### config.mk
export PLATFORM = sky130hd
export DESIGN_NAME = pkc_panel_key_command
export DESIGN_NICKNAME = d
export VERILOG_FILES = /design/src/rtl/pkc_panel_key_command.v /design/src/rtl/pkc_key_debounce.v
export VERILOG_INCLUDE_DIRS = /design/src /design/src/rtl
export SDC_FILE = /design/constraint.sdc
export NUM_CORES = 1
export LEC_CHECK = 0
export ABC_AREA = 0
export BUFFER_PORTS_ARGS = -buffer_cell sky130_fd_sc_hd__buf_4
export CAP_MARGIN = 20
export CORE_UTILIZATION = 45
export CTS_CLUSTER_DIAMETER = 100
export DETAILED_ROUTE_END_ITERATION = 8
export PLACE_DENSITY_LB_ADDON = 0.12
export RECOVER_POWER = 25
export SLEW_MARGIN = 5
export SYNTH_ARGS = -nofsm -noshare
export SYNTH_HDL_FRONTEND = slang
export SYNTH_SLANG_ARGS = --single-unit
### constraint.sdc
create_clock -name clk -period 5.5 [get_ports clk]
set_input_delay 0.55 -clock clk [delete_from_list [all_inputs] [get_ports clk]]
set_output_delay 0.55 -clock clk [all_outputs]
set_load 0.01 [all_outputs]
### src/rtl/pkc_consts.vh
// constant definitions for the panel key command logic
// assumes inclusion by bare name from rtl and verification files
`ifndef PKC_CONSTS_VH
`define PKC_CONSTS_VH

// register byte addresses
`define PKC_ADDR_KEYFN      16'h0f00
`define PKC_ADDR_CMDSRC     16'h0103
`define PKC_ADDR_CTRL       16'h1000
`define PKC_ADDR_STATUS     16'h1004
`define PKC_ADDR_PARSEL     16'h1008
`define PKC_ADDR_EDITVAL    16'h100c
`define PKC_ADDR_SAVEDVAL   16'h1010
`define PKC_ADDR_LOCKS      16'h1014

// key function select codes
`define PKC_KF_NONE         3'h0
`define PKC_KF_CHAN         3'h1
`define PKC_KF_DIR          3'h2
`define PKC_KF_FORWARD_JOG         3'h3
`define PKC_KF_REVERSE_JOG         3'h4

// command source codes
`define PKC_SRC_PANEL       2'h0
`define PKC_SRC_TERM        2'h1
`define PKC_SRC_COMM        2'h2

// reset values
`define PKC_RST_KEYFN       16'h0000
`define PKC_RST_CMDSRC      16'h0000

// ctrl register bit positions
`define PKC_CTRL_RUNLOCK    0
`define PKC_CTRL_FIXED      1
`define PKC_CTRL_PWD        2

// status register bit positions
`define PKC_ST_RUN          0
`define PKC_ST_REV          1
`define PKC_ST_JOGF         2
`define PKC_ST_JOGR         3
`define PKC_ST_PANEL        4
`define PKC_ST_LVL_LO       5
`define PKC_ST_BLINK        7
`define PKC_ST_MOVING       8

// debounce time in microseconds and cycles at 10 MHz
`define PKC_DEB_US          5
`define PKC_CLK_MHZ         10
`define PKC_DEB_CYC         (`PKC_DEB_US * `PKC_CLK_MHZ)

`endif

### src/rtl/pkc_panel_key_command.v
// panel key command logic: menu editing, multifunction key, run and stop
// assumes raw key levels from pins, Avalon-MM slave on the same clock
//
// What this block does
// - enter at level 3 saves the value, returns to level 2, next one
// - program key at level 3 drops the edit, returns to level 2
// - level-3 value blinks only when it may be edited
// - fixed parameters never edit; run-locked ones only while stopped
// - an active user password blocks edits from the panel
// - key function select: 0 off,1 channel,2 direction,3 forward_jog,4 reverse_jog
// - key function 0: multifunction key does nothing
// - channel switch with panel source: channel stays the same
// - channel switch with terminal source: toggle terminal and panel
// - channel switch with comm source: toggle comm and panel
// - function 2 inverts frequency direction, panel channel only
// - function 3 commands forward jog, panel channel only
// - function 4 commands reverse jog, panel channel only
// - multifunction key works both stopped and running
// - run key starts acceleration, panel channel only; display shows running frequency
// - stop key decelerates the motor down to stop
// - command source select: 0 panel, 1 terminal, 2 communication
`include "pkc_consts.vh"

module pkc_panel_key_command #(
  parameter DEB_CYC  = `PKC_DEB_CYC,
  parameter NUM_PAR  = 16
) (
  // clock and reset
  input  wire        clk,
  input  wire        rstn,
  // raw panel keys, high while pressed
  input  wire        keyEnter,
  input  wire        keyProgram,
  input  wire        keyMulti,
  input  wire        keyRun,
  input  wire        keyStop,
  input  wire        keyUp,
  input  wire        keyDown,
  // drive state from run control
  input  wire        motorMoving,
  // avalon-mm slave
  input  wire [15:0] address,
  input  wire        read,
  input  wire        write,
  input  wire [31:0] writedata,
  output reg  [31:0] readdata,
  output wire        waitrequest,
  output reg  [1:0]  response,
  // commands to the drive
  output reg         runCmd,
  output reg         dirReverse,
  output reg         forwardJog,
  output reg         reverseJog,
  output reg         panelActive,
  output reg  [1:0]  activeChannel,
  output reg         displayRunFreq,
  output reg         valueBlink,
  output reg  [1:0]  menuLevel,
  output reg  [3:0]  paramIndex,
  output reg         saveStrobe,
  output reg  [15:0] savedValue
);

  // menu states, one-hot
  localparam [2:0] ST_L1 = 3'b001;
  localparam [2:0] ST_L2 = 3'b010;
  localparam [2:0] ST_L3 = 3'b100;

  reg  [2:0]  state;
  reg  [15:0] keyFunctionSelect;
  reg  [15:0] commandSourceSelect;
  reg  [2:0]  ctrlBits;
  reg  [15:0] editValue;
  reg  [NUM_PAR-1:0] fixedMask;
  reg  [NUM_PAR-1:0] runLockMask;
  reg         channelToggled;
  reg         ackPending;

  wire [6:0]  press;
  wire [6:0]  level;
  wire [6:0]  rawKeys;
  wire        editAllowed;
  wire        busWr;
  wire        busRd;

  assign rawKeys = {keyDown, keyUp, keyStop, keyRun, keyMulti, keyProgram,
                    keyEnter};

  // one debouncer per key
  genvar gi;
  generate
    for (gi = 0; gi < 7; gi = gi + 1) begin : gKey
      pkc_key_debounce #(
        .DEB_CYC (DEB_CYC)
      ) uDeb (
        .clk      (clk),
        .rstn     (rstn),
        .keyRaw   (rawKeys[gi]),
        .keyLevel (level[gi]),
        .keyPress (press[gi])
      );
    end
  endgenerate

  // true when a word hits a given register address
  function hit;
    input [15:0] a;
    input [15:0] r;
    begin
      hit = (a == r);
    end
  endfunction

  // edit permission combines lock sources
  assign editAllowed = !fixedMask[paramIndex]
                     && !(runLockMask[paramIndex] && motorMoving)
                     && !ctrlBits[`PKC_CTRL_PWD];

  // one wait state: waitrequest drops the cycle after a request arrives
  assign waitrequest = (read | write) & ~ackPending;
  assign busWr = write & ackPending;
  assign busRd = read & ackPending;

  always @(posedge clk or negedge rstn) begin
    if (!rstn) begin
      ackPending <= 1'b0;
    end else begin
      ackPending <= (read | write) & ~ackPending;
    end
  end

  // register writes
  always @(posedge clk or negedge rstn) begin
    if (!rstn) begin
      keyFunctionSelect   <= `PKC_RST_KEYFN;
      commandSourceSelect <= `PKC_RST_CMDSRC;
      ctrlBits            <= 3'h0;
      fixedMask           <= {NUM_PAR{1'b0}};
      runLockMask         <= {NUM_PAR{1'b0}};
    end else if (busWr) begin
      if (hit(address, `PKC_ADDR_KEYFN)) begin
        keyFunctionSelect <= writedata[15:0];
      end else if (hit(address, `PKC_ADDR_CMDSRC)) begin
        commandSourceSelect <= writedata[15:0];
      end else if (hit(address, `PKC_ADDR_CTRL)) begin
        ctrlBits <= writedata[2:0];
      end else if (hit(address, `PKC_ADDR_LOCKS)) begin
        runLockMask <= writedata[NUM_PAR-1:0];
        fixedMask   <= writedata[NUM_PAR+15:16];
      end
    end
  end

  // read mux and response; unmapped reads return zero with slave error
  always @* begin
    readdata = 32'h00000000;
    response = 2'h0;
    if (busRd) begin
      if (hit(address, `PKC_ADDR_KEYFN)) begin
        readdata = {16'h0000, keyFunctionSelect};
      end else if (hit(address, `PKC_ADDR_CMDSRC)) begin
        readdata = {16'h0000, commandSourceSelect};
      end else if (hit(address, `PKC_ADDR_CTRL)) begin
        readdata = {29'h0, ctrlBits};
      end else if (hit(address, `PKC_ADDR_STATUS)) begin
        readdata = {23'h0, motorMoving, valueBlink, menuLevel, panelActive,
                    reverseJog, forwardJog, dirReverse, runCmd};
      end else if (hit(address, `PKC_ADDR_PARSEL)) begin
        readdata = {28'h0, paramIndex};
      end else if (hit(address, `PKC_ADDR_EDITVAL)) begin
        readdata = {16'h0000, editValue};
      end else if (hit(address, `PKC_ADDR_SAVEDVAL)) begin
        readdata = {16'h0000, savedValue};
      end else if (hit(address, `PKC_ADDR_LOCKS)) begin
        readdata = {fixedMask, runLockMask};
      end else begin
        response = 2'h2;
      end
    end else if (busWr) begin
      if (!(hit(address, `PKC_ADDR_KEYFN) || hit(address, `PKC_ADDR_CMDSRC)
          || hit(address, `PKC_ADDR_CTRL) || hit(address, `PKC_ADDR_LOCKS)))
      begin
        response = 2'h2;
      end
    end
  end

  // menu walk: level 1 group, level 2 parameter, level 3 value
  always @(posedge clk or negedge rstn) begin
    if (!rstn) begin
      state      <= ST_L1;
      paramIndex <= 4'h0;
      editValue  <= 16'h0000;
      savedValue <= 16'h0000;
      saveStrobe <= 1'b0;
    end else begin
      saveStrobe <= 1'b0;
      case (state)
        ST_L1: begin
          if (press[0]) begin
            state <= ST_L2;
          end
        end
        ST_L2: begin
          if (press[0]) begin
            state     <= ST_L3;
            editValue <= savedValue;
          end else if (press[1]) begin
            state <= ST_L1;
          end else if (press[5]) begin
            paramIndex <= paramIndex + 4'h1;
          end else if (press[6]) begin
            paramIndex <= paramIndex - 4'h1;
          end
        end
        ST_L3: begin
          if (press[0]) begin
            // store only what was allowed to change
            if (editAllowed) begin
              savedValue <= editValue;
              saveStrobe <= 1'b1;
            end
            state      <= ST_L2;
            paramIndex <= paramIndex + 4'h1;
          end else if (press[1]) begin
            state     <= ST_L2;
            editValue <= savedValue;
          end else if (press[5] && editAllowed) begin
            editValue <= editValue + 16'h0001;
          end else if (press[6] && editAllowed) begin
            editValue <= editValue - 16'h0001;
          end
        end
        default: begin
          state <= ST_L1;
        end
      endcase
    end
  end

  // menu level and blink indication
  always @(posedge clk or negedge rstn) begin
    if (!rstn) begin
      menuLevel  <= 2'h1;
      valueBlink <= 1'b0;
    end else begin
      menuLevel  <= (state == ST_L3) ? 2'h3 :
                    (state == ST_L2) ? 2'h2 : 2'h1;
      valueBlink <= (state == ST_L3) && editAllowed;
    end
  end

  // channel toggle flag; held clear while the source select is panel
  always @(posedge clk or negedge rstn) begin
    if (!rstn) begin
      channelToggled <= 1'b0;
    end else if (commandSourceSelect[1:0] == `PKC_SRC_PANEL) begin
      channelToggled <= 1'b0;
    end else if (press[2] && keyFunctionSelect[2:0] == `PKC_KF_CHAN
                 && keyFunctionSelect[15:3] == 13'h0) begin
      channelToggled <= ~channelToggled;
    end
  end

  // active channel follows source select and toggle
  always @(posedge clk or negedge rstn) begin
    if (!rstn) begin
      activeChannel <= `PKC_SRC_PANEL;
      panelActive   <= 1'b1;
    end else begin
      if (channelToggled || commandSourceSelect[1:0] == `PKC_SRC_PANEL
          || commandSourceSelect[1:0] == 2'h3) begin
        activeChannel <= `PKC_SRC_PANEL;
        panelActive   <= 1'b1;
      end else begin
        activeChannel <= commandSourceSelect[1:0];
        panelActive   <= 1'b0;
      end
    end
  end

  // run, stop, direction and jog; keys act in any run state
  always @(posedge clk or negedge rstn) begin
    if (!rstn) begin
      runCmd         <= 1'b0;
      dirReverse     <= 1'b0;
      forwardJog     <= 1'b0;
      reverseJog     <= 1'b0;
      displayRunFreq <= 1'b0;
    end else begin
      // stop takes priority over run in the same cycle
      if (press[4]) begin
        runCmd <= 1'b0;
      end else if (press[3] && panelActive) begin
        runCmd <= 1'b1;
      end
      displayRunFreq <= runCmd | motorMoving;
      if (press[2] && panelActive && keyFunctionSelect == 16'h0002) begin
        dirReverse <= ~dirReverse;
      end
      // jog holds while the key stays down; function 0 keeps both jog outputs low
      forwardJog <= level[2] && panelActive
                    && keyFunctionSelect == 16'h0003;
      reverseJog <= level[2] && panelActive
                    && keyFunctionSelect == 16'h0004;
    end
  end

endmodule

### src/rtl/pkc_key_debounce.v
// one key: three-stage synchroniser, debounce filter, press pulse
// assumes an asynchronous raw key level, high while pressed
module pkc_key_debounce #(
  parameter DEB_CYC = 50
) (
  // clock and reset
  input  wire clk,
  input  wire rstn,
  // raw key and filtered result
  input  wire keyRaw,
  output reg  keyLevel,
  output reg  keyPress
);

  reg        sync1;
  reg        sync2;
  reg        sync3;
  reg [15:0] cnt;

  // sync3 is compared against sync2 and keyLevel, never sync1
  always @(posedge clk or negedge rstn) begin
    if (!rstn) begin
      sync1 <= 1'b0;
      sync2 <= 1'b0;
      sync3 <= 1'b0;
    end else begin
      sync1 <= keyRaw;
      sync2 <= sync1;
      sync3 <= sync2;
    end
  end

  // level must hold steady DEB_CYC cycles before it is accepted
  always @(posedge clk or negedge rstn) begin
    if (!rstn) begin
      cnt      <= 16'h0000;
      keyLevel <= 1'b0;
      keyPress <= 1'b0;
    end else begin
      keyPress <= 1'b0;
      if (sync2 != sync3 || sync3 == keyLevel) begin
        cnt <= 16'h0000;
      end else if (cnt == DEB_CYC[15:0] - 16'h0001) begin
        cnt      <= 16'h0000;
        keyLevel <= sync3;
        keyPress <= sync3;  // one pulse per press
      end else begin
        cnt <= cnt + 16'h0001;
      end
    end
  end

endmodule

==> results of run 1 <==
==> cells in the mapped netlist, types with 14 or more instances <==
cell,n
a21oi_1,39
nand4_1,14
xnor2_1,32
ha_1,32
or3_1,18
inv_1,28
clkbuf_1,27
xor2_1,74
nand3_1,50
nor2_1,159
nand2_1,116
a31oi_1,15
and2_1,17
nor4_1,21
nor3_1,25
and3_1,28
o21ai_0,46
dfrtp_1,264
mux2_2,88
==> worst paths after layout <==
check	endpoint	slack [ns]	depth (start not counted)
worst max-delay path	editValue[15]	0.86	13
worst min register to register	gKey[6].uDeb.sync2	0.35	0
max in group asynchronous	gKey[4].uDeb.cnt[3]	2.76	2
worst min-delay path	gKey[5].uDeb.sync1	0.12	1
min in group asynchronous	fixedMask[3]	0.80	1
worst max register to register	editValue[15]	0.86	13
==> metal layers <==
metal	wire length, um	vias to the layer above	GRT usage (%)
li1	-	4656	-
met1	14570	4793	30.43
met2	13770	261	32.33
met3	2087	43	4.531
met4	565	0	4.688
met5	0	-	0
==> critical path: stages, from the launching register on <==
cell,delay [ns]
dfrtp_1,0.87
mux4_2,0.60
mux4_2,0.52
nor2_1,0.18
nand2_1,0.11
buf_4,0.22
ha_1,0.36
o21ai_0,0.16
o21ai_0,0.30
a31oi_1,0.22
o41ai_1,0.44
xor2_1,0.22
a21oi_1,0.09
o22a_1,0.24
==> sequential cells by signal, summed over array words and instances (netlist names), 2 cells and up <==
signal               count
gKey.uDeb.cnt          112
commandSourceSelect     16
editValue               16
fixedMask               16
keyFunctionSelect       16
runLockMask             16
savedValue              16
gKey.uDeb.keyLevel       7
gKey.uDeb.keyPress       7
gKey.uDeb.sync1          7
gKey.uDeb.sync2          7
gKey.uDeb.sync3          7
paramIndex               4
ctrlBits                 3
state                    3
activeChannel            2
menuLevel                2
==> through the flow <==
stage	utilization, %	worst slack (ns)
after floorplan	-	1.557
after global placement	50.40	1.041
after detailed placement	50.40	0.8649
after CTS	53.95	0.8408
after global routing	53.92	0.5558
final	53.92	0.8575
==> cell families (layout without fill, tap and decap cells) <==
kind of cell | count (synthesis) | count (layout) | share of synthesized area (%)
simple gates | 500 | 500 | 18.60
flops | 267 | 267 | 51.10
compound gates | 168 | 168 | 8.262
xor+xnor | 106 | 106 | 7.096
mux | 105 | 105 | 9.353
buf+inv | 71 | 223 | 2.353
fa+ha+maj | 33 | 33 | 3.213
other cells | 1 | 1 | 0.02866
==> cell type report <==
type                            count  share of cell area [%]
Multi-Input combinational cell    913                   39.52
Clock buffer                       41                   5.724
Timing Repair Buffer              137                   6.729
Tap cell                          384                   3.113
Inverter                           30                  0.7296
Clock inverter                     15                  0.8674
Sequential cell                   267                   43.32
==> placed cells by master, fill, tap and decap left out, drive strengths merged, types with 7 or more instances in the layout <==
| cell type | instances |
|---|---|
| xor2 | 74 |
| nor2 | 160 |
| mux2i | 12 |
| nor3 | 26 |
| a31oi | 15 |
| xnor2 | 32 |
| buf | 129 |
| ha | 32 |
| clkinv | 11 |
| nand2b | 10 |
| dfrtp | 264 |
| or3 | 18 |
| and3 | 28 |
| nand3 | 51 |
| clkbuf | 49 |
| nand4 | 14 |
| a211oi | 8 |
| a21oi | 39 |
| nor4 | 22 |
| nor4bb | 7 |
| o21ai | 48 |
| nand2 | 116 |
| a222oi | 10 |
| nor3b | 10 |
| mux2 | 88 |
| and2 | 17 |
| inv | 30 |
==> power groups by stage <==
| stage | Sequential (mW) | Combinational [mW] | Clock, mW |
|---|---|---|---|
| 6_report | 1.99 | 0.132 | 2.02 |
| 5_1_grt | 1.99 | 0.151 | 2.15 |
| 4_1_cts | 1.99 | 0.138 | 2.07 |
| 3_5_place_dp | 2.03 | 0.137 | 0 |
| 3_3_place_gp | 2.03 | 0.138 | 0 |
| 2_1_floorplan | 2.02 | 0.0390 | 0 |
==> results.py, run 1 <==
metrics = {
    "outcome": {
        "outcome": "finished with violations",
        "violations": "capacitance limit, slew limit",
    },
    "finish": {
        "syn_to_final_growth_pct": 17.96,
        "antenna_cells": 0,
        "layout-drive-gt1-share_pct": 21.03,
        "area.sequential_um2": 6685,
        "layout.nets": 1472,
        "fin_area_um2": 15430,
        "final_cells": 1787,
        "num-fill-cells": 2517,
        "multi_input_area_um2": 6100,
    },
    "timing": {
        "holdWs_ns": 0.1247,
        "timing.fmax_ghz": 0.2154,
        "hold_viol": 0,
        "drv_slew": 103,
        "rsz0062_at_grt": "false",
        "finClkSkew_ns": 0.008019,
        "slew_headroom_pct": -76.51,
        "period_needed_ns": 4.642,
        "min_period_over_period_pct": 84.41,
        "setup_viol": 0,
        "worst_pin_slew_ns": 2.648,
        "tns_ns": 0,
    },
    "min_path": {
        "hp-class": "in2reg",
        "min-delay-start": "keyUp",
    },
    "power": {
        "ir_worst_vdd_uv": 223.1,
        "p_sw_share_pct": 21.84,
        "seqPwrFrac_pct": 48.1,
        "combPwrFrac_pct": 3.2,
        "switching_power_mw": 0.9048,
        "p_total_mw": 4.143,
        "power_density_nw_per_um2": 268.4,
        "p_leak_nw": 7.085,
        "p_int_mw": 3.238,
        "pwr-share-clk_pct": 48.8,
    },
    "floorplanning": {
        "fp.dieArea_um2": 29760,
        "fp-row-count": 62,
        "coreArea_um2": 28630,
        "initial_core_util_pct": 45.71,
        "die_w_um": 172.5,
        "die_y_um": 172.5,
        "io_pins": 127,
    },
    "global_routing": {
        "grt_antenna_before_repair": 0,
        "globalRouteTotalUtil_pct": 21.03,
        "grt_pass1_wl_mm": 50.87,
        "grt_overflow": 0,
        "grt_pass1_vias": 9529,
        "grt_start_max_net_pins": 111,
    },
    "placed_design": {
        "numPortBuffers": 125,
        "dp_hpwl_mm": 21.86,
        "placed_area_um2": 14430,
        "dp.cells": 1731,
        "gp_congestion": 0.8621,
    },
    "clock_tree": {
        "cts_setup_buffers": 0,
        "cts.repair.resized": 0,
        "cts_max_level": 1,
        "cts_tree": "built",
        "numCtsBuffers": 30,
        "cts_num_sinks": 267,
        "cts-root-buf": "clkbuf_16",
        "hold_buffers": 0,
        "clock_path_buffers": 3,
        "clk_pin_slew_worst_paths_ns": 0.06,
        "clkLatencyLatePin_ns": 0.55,
    },
    "routing": {
        "vias_per_cell": 5.458,
        "drt-initial-drc-count": 796,
        "first_pass_iters": 6,
        "routed-via-count": 9753,
        "drc": 0,
        "postRouteAntennaNets": 0,
        "wl_per_cell_um": 17.34,
        "wl_mm": 30.99,
    },
    "synthesis": {
        "ys_ff_latch": 267,
        "yosysWarningCount": 0,
        "syn_nets": 1344,
        "synth_cells": 1251,
        "synth_edf_count": 0,
        "synthesis.area_um2": 13080,
        "yosysSeqAreaShare_pct": 51.09,
        "synth_area_leader_cell": "dfrtp_1",
        "ys_top_cells_by_area": "dfrtp_1 (50%), mux2_2 (7.6%), xor2_1 (5.0%)",
        "synth.top_cell.area_share_pct": 50.49,
        "synthDistinctLibCells": 68,
        "synth.avg_cell_area_um2": 10.46,
        "synth_ff_type": "dfrtp_1",
        "synth-async-reset-ratio_pct": 100.0,
    },
    "setup_path": {
        "endpoint_kind": "flip-flop",
        "crit_fanout": 17,
        "cp.arrival_ns": 5.08,
        "r2r_start": "paramIndex[0]",
        "required_ns": 5.94,
        "startpoint_type": "flip-flop",
        "setup.worst_path.class": "reg2reg",
        "cp-startpoint": "paramIndex[0]",
    },
    "job": {
        "cap_violations": 1,
    },
}
No activity file was read; power rests on OpenSTA's default activity.
==> inputs of run 2 (changes only) <==
==> constraint.sdc (replaced) <==
create_clock -name clk -period 4.4 [get_ports clk]
set_input_delay 0.44 -clock clk [delete_from_list [all_inputs] [get_ports clk]]
set_output_delay 0.44 -clock clk [all_outputs]
set_load 0.01 [all_outputs]
==> run 2 against run 1 <==
  * The flow still finishes with violations (capacitance limit, slew limit)
  * Global-route usage is 0.18 points higher
  * Critical endpoint unchanged
  * Power is 22% higher
  * Final area is 0.22% higher
  * Cell count is 0.73% higher
  * Die area stayed put
  * Clock-buffer cell count is 5 higher
==> results.py, run 2 (synthesized netlist as in run 1, its figures left out) <==
metrics = {
    "routing": {
        "routed-via-count": 9706,
        "drt-initial-drc-count": 589,
        "first_pass_iters": 5,
        "wl_mm": 31.11,
        "vias_per_cell": 5.392,
        "postRouteAntennaNets": 0,
        "wl_per_cell_um": 17.28,
        "drc": 0,
    },
    "setup_path": {
        "r2r_end": "editValue[15]",
        "cp-startpoint": "paramIndex[2]",
        "reg2regPathDepth": 13,
        "crit_fanout": 14,
        "required_ns": 4.84,
        "r2r_start": "paramIndex[2]",
        "endpoint": "editValue[15]",
        "cp.arrival_ns": 4.47,
        "ff2ff_setup_slack_ns": 0.37,
        "startpoint_type": "flip-flop",
        "setup.worst_path.class": "reg2reg",
        "endpoint_kind": "flip-flop",
    },
    "job": {
        "cap_violations": 1,
    },
    "clock_tree": {
        "cts_tree": "built",
        "clkLatencyLatePin_ns": 0.57,
        "cts-root-buf": "clkbuf_16",
        "clock_path_buffers": 3,
        "numCtsBuffers": 30,
        "cts_num_sinks": 267,
        "clk_pin_slew_worst_paths_ns": 0.06,
        "cts_max_level": 1,
        "cts_setup_buffers": 0,
    },
    "global_routing": {
        "grt_start_max_net_pins": 103,
        "grt_pass1_wl_mm": 51.66,
        "grt_pass1_vias": 9707,
        "grt_antenna_before_repair": 0,
        "globalRouteTotalUtil_pct": 21.22,
        "grt_overflow": 0,
    },
    "timing": {
        "drv_slew": 103,
        "holdWs_ns": 0.1027,
        "finClkSkew_ns": 0.03264,
        "period_needed_ns": 4.029,
        "tns_ns": 0,
        "min_period_over_period_pct": 91.58,
        "rsz0062_at_grt": "false",
        "timing.fmax_ghz": 0.2482,
        "hold_viol": 0,
        "setup_ws_ns": 0.3706,
        "slew_headroom_pct": -70.62,
        "setup_viol": 0,
        "worst_pin_slew_ns": 2.559,
    },
    "power": {
        "ir_worst_vdd_uv": 280.1,
        "power_density_nw_per_um2": 326.4,
        "p_leak_nw": 7.090,
    },
    "finish": {
        "antenna_cells": 0,
        "layout.nets": 1486,
        "area.sequential_um2": 6686,
        "final_cell_mix": "dfrtp_1 (263), nor2_1 (159), buf_4 (130), nand2_1 (116), mux2_2 (88)",
        "largest_reg_flops": 112,
        "final_common_cell": "dfrtp_1",
        "layout-drive-gt1-share_pct": 20.62,
        "multi_input_area_um2": 6105,
        "num-fill-cells": 2576,
        "fin_area_um2": 15470,
        "syn_to_final_growth_pct": 18.22,
        "top_register": "gKey.uDeb.cnt",
    },
    "placed_design": {
        "pre_cts_ws_ns": 0.2453,
        "numPortBuffers": 125,
        "placed_area_um2": 14470,
        "gp_congestion": 0.8655,
        "dp_hpwl_mm": 22.02,
    },
    "min_path": {
        "whs_path_depth": 2,
        "hp-class": "in2reg",
    },
    "floorplanning": {
        "die_w_um": 172.5,
        "fp.dieArea_um2": 29760,
        "die_y_um": 172.5,
        "io_pins": 127,
        "coreArea_um2": 28630,
        "initial_core_util_pct": 45.71,
        "fp-row-count": 62,
    },
    "outcome": {
        "violations": "capacitance limit, slew limit",
        "outcome": "finished with violations",
    },
}
run 2: power by group:
group / switching [mW] / total (mW) / internal [mW]
clock: 1.01 / 2.39 / 1.38
combinational: 0.109 / 0.170 / 0.0612
sequential: 0.0148 / 2.49 / 2.47
total: 1.14 / 5.05 / 3.91
run 2: per-layer routing:
layer,vias to the layer above,GRT usage [%],part of all wire (%)
met2,204,32.78,45
met1,4757,30.45,48
met3,36,4.664,5.7
met4,0,4.799,1.3
met5,-,0,0
li1,4709,-,-
run 2: per-stage QoR:
step	std cells	total power, mW	utilization [%]
after floorplan	1251	2.578	-
after global placement	1737	2.705	50.56
after detailed placement	1737	2.706	50.56
after CTS	1800	5.122	54.14
after global routing	1800	5.242	54.03
final	1800	5.049	54.03
run 2: worst min path at each step:
stage / startpoint / endpoint / slack, ns
after global routing: writedata[23] / fixedMask[7] / 0.09
final: writedata[24] / fixedMask[8] / 0.10
after global placement: gKey[5].uDeb.sync1 / gKey[5].uDeb.sync2 / 0.33
after CTS: writedata[24] / fixedMask[8] / 0.09
after detailed placement: gKey[6].uDeb.sync1 / gKey[6].uDeb.sync2 / 0.34
after floorplan: rstn / ackPending / 0.14
run 2: cell type report:
type,count,share of cell area [%]
Tap cell,384,3.106
Clock inverter,9,0.4287
Timing Repair Buffer,151,7.345
Sequential cell,267,43.23
Inverter,30,0.7280
Clock buffer,46,5.695
Multi-Input combinational cell,913,39.47
run 2: repair_timing:
action / in CTS / in global routing
hold buffers: 8 / 0
resized for setup: 0 / 3
setup endpoints to repair: 0 / 3
hold endpoints to repair: 103 / 0
run 2: worst max-delay path, stage by stage (launching register included):
cell     delay (ns)
dfrtp_1        0.68
mux4_2         0.38
mux4_2         0.54
nor2_1         0.18
nand2_1        0.18
buf_4          0.25
ha_1           0.36
inv_1          0.09
o21ai_0        0.16
a31oi_1        0.09
o41ai_1        0.42
xor2_1         0.23
a21oi_1        0.09
o22a_1         0.24
==> inputs of run 3 (changes only) <==
--- a/config.mk
+++ b/config.mk
@@ -9,6 +9,7 @@
 export ABC_AREA = 0
 export BUFFER_PORTS_ARGS = -buffer_cell sky130_fd_sc_hd__buf_4
 export CAP_MARGIN = 20
+export CORE_MARGIN = 5
 export CORE_UTILIZATION = 45
 export CTS_CLUSTER_DIAMETER = 100
 export DETAILED_ROUTE_END_ITERATION = 8
==> constraint.sdc (replaced) <==
create_clock -name clk -period 4.4 [get_ports clk]
set_input_delay 0.44 -clock clk [delete_from_list [all_inputs] [get_ports clk]]
set_output_delay 0.44 -clock clk [all_outputs]
set_load 0.05 [all_outputs]
==> run 3 against run 2 <==
  * The flow still finishes with violations (capacitance limit, slew limit)
  * Core utilization is 0.15 points higher
  * Die area rose by 9.5%
  * Final area rose by 0.55%
  * Via count grew 1.1%
  * Flip-flop and latch count unchanged
==> results.py, run 3 (synthesized netlist as in run 1, its figures left out) <==
metrics = {
    "setup_path": {
        "critical-path-slowest-cell": "dfrtp_1",
        "required_ns": 4.84,
        "crit_fanout": 14,
        "path_buf_inv": 1,
        "startpoint_type": "flip-flop",
        "crit_chain": "mux4_2, mux4_2, nor2_1, nand2_1, buf_4, ha_1, and3_1, a31oi_1, o41ai_2, xor2_1, a21oi_1, o22a_1",
        "cp.arrival_ns": 4.49,
        "endpoint_kind": "flip-flop",
        "setup.worst_path.class": "reg2reg",
        "path_common_cell": "mux4_2",
        "cp_top_family": "multiplexers",
        "cp_slowest_stage_delay_ns": 0.68,
    },
    "global_routing": {
        "globalRouteTotalUtil_pct": 19.01,
        "grt_overflow": 0,
        "grt_pass1_wl_mm": 51.85,
        "grt_pass1_vias": 9699,
        "grt_antenna_before_repair": 0,
        "grt_start_max_net_pins": 121,
    },
    "floorplanning": {
        "die_w_um": 180.5,
        "io_pins": 127,
        "fp.dieArea_um2": 32590,
        "initial_core_util_pct": 45.58,
        "coreArea_um2": 28700,
        "fp-row-count": 62,
        "die_y_um": 180.5,
    },
    "timing": {
        "min_period_over_period_pct": 92.07,
        "rsz0062_at_grt": "false",
        "holdWs_ns": 0.1132,
        "hold_viol": 0,
        "period_needed_ns": 4.051,
        "finClkSkew_ns": 0.01476,
        "timing.fmax_ghz": 0.2469,
        "drv_slew": 167,
        "setup_ws_ns": 0.3491,
        "setup_viol": 0,
        "worst_pin_slew_ns": 2.934,
        "slew_headroom_pct": -95.60,
        "tns_ns": 0,
    },
    "clock_tree": {
        "clkLatencyLatePin_ns": 0.56,
        "clk_pin_slew_worst_paths_ns": 0.06,
        "cts-root-buf": "clkbuf_16",
        "cts_max_level": 1,
        "clock_path_buffers": 3,
        "cts_num_sinks": 267,
        "cts_tree": "built",
        "cts_setup_buffers": 0,
        "numCtsBuffers": 30,
    },
    "finish": {
        "final_util_pct": 54.18,
        "largest_reg_flops": 112,
        "fin_area_um2": 15550,
        "final_cell_mix": "dfrtp_1 (263), nor2_1 (159), buf_4 (130), nand2_1 (116), mux2_2 (88)",
        "syn_to_final_growth_pct": 18.87,
        "layout-drive-gt1-share_pct": 20.92,
        "top_register": "gKey.uDeb.cnt",
        "final_common_cell": "dfrtp_1",
        "antenna_cells": 0,
        "final_cells": 1799,
        "layout.nets": 1486,
    },
    "power": {
        "seqPwrFrac_pct": 47.9,
        "p_int_mw": 4.061,
        "p_sw_share_pct": 21.84,
        "power_density_nw_per_um2": 334.1,
        "pwr-share-clk_pct": 48.6,
        "p_total_mw": 5.195,
        "ir_worst_vdd_uv": 220.0,
        "switching_power_mw": 1.135,
        "combPwrFrac_pct": 3.4,
        "p_leak_nw": 7.135,
    },
    "routing": {
        "wl_per_cell_um": 17.45,
        "wl_mm": 31.40,
        "postRouteAntennaNets": 0,
        "routed-via-count": 9810,
        "drt-initial-drc-count": 739,
        "vias_per_cell": 5.453,
        "drc": 0,
        "first_pass_iters": 7,
    },
    "job": {
        "cap_violations": 2,
    },
    "placed_design": {
        "dp_hpwl_mm": 22.45,
        "gp_congestion": 0.8847,
        "pre_cts_ws_ns": 0.1902,
        "numPortBuffers": 125,
        "dp.cells": 1736,
        "placed_area_um2": 14460,
    },
    "outcome": {
        "violations": "capacitance limit, slew limit",
        "outcome": "finished with violations",
    },
    "min_path": {
        "hp-class": "in2reg",
    },
}
## run 3: cell types whose count changed in the layout (fill, tap and decap cells not counted), sizes merged
cell / previous run / this run
clkbuf: 59 / 53
bufinv: 0 / 3
buf: 130 / 132
clkinv: 6 / 8
clkinvlp: 1 / 0
inv: 32 / 31
## run 3: layout make-up
class | count | area (um2)
tap | 384 | 480.5
clock buffer | 42 | 855.8
sequential | 267 | 6686
inverter | 30 | 112.6
multi-input combinational | 913 | 6112
timing repair buffer | 151 | 1155
clock inverter | 12 | 150.1
fill | 2585 | 13150
## run 3: what timing repair did
action                                  CTS  global route
endpoints found under the setup margin    0             3
hold buffers                              8             0
gates resized for setup                   0             3
endpoints found under the hold margin    62             0
## run 3: metal layers
layer  part of all wire [%]  up-vias  track usage [%]  wire [um]
met5                      0        -                0          0
met4                    1.7        0            3.721        547
met3                    6.9       52            4.522       2179
met2                     44      238            29.34      13840
met1                     47     4824            27.69      14830
li1                       -     4696                -          -
## run 3: power by group through the flow
stage | sequential, mW | clock (mW) | combinational, mW
2_1_floorplan | 2.53 | 0 | 0.0565
3_3_place_gp | 2.53 | 0 | 0.181
3_5_place_dp | 2.53 | 0 | 0.181
4_1_cts | 2.49 | 2.60 | 0.187
5_1_grt | 2.49 | 2.70 | 0.201
6_report | 2.49 | 2.53 | 0.179
## run 3: path summary, 6_finish.rpt
check                      depth (start not counted)             endpoint          startpoint  slack, ns
min in group asynchronous                          2         fixedMask[3]                rstn       0.40
max                                               12        editValue[15]       paramIndex[2]       0.35
max reg2reg                                       12        editValue[15]       paramIndex[2]       0.35
min reg2reg                                        0   gKey[0].uDeb.sync2  gKey[0].uDeb.sync1       0.35
max in group asynchronous                          3  gKey[4].uDeb.cnt[7]                rstn       0.78
min                                                2        fixedMask[14]       writedata[30]       0.11
## run 3: worst reg2reg max path, delay by kind of cell, from the launching register on
family | cells | cell delay, ns
buffers and inverters | 1 | 0.26
muxes | 2 | 0.93
xor gates and xnor gates | 1 | 0.22
and+or+nand+nor | 3 | 0.57
AOI/OAI and AO/OA | 4 | 0.90
adders and majority gates | 1 | 0.37
DFF | 1 | 0.68
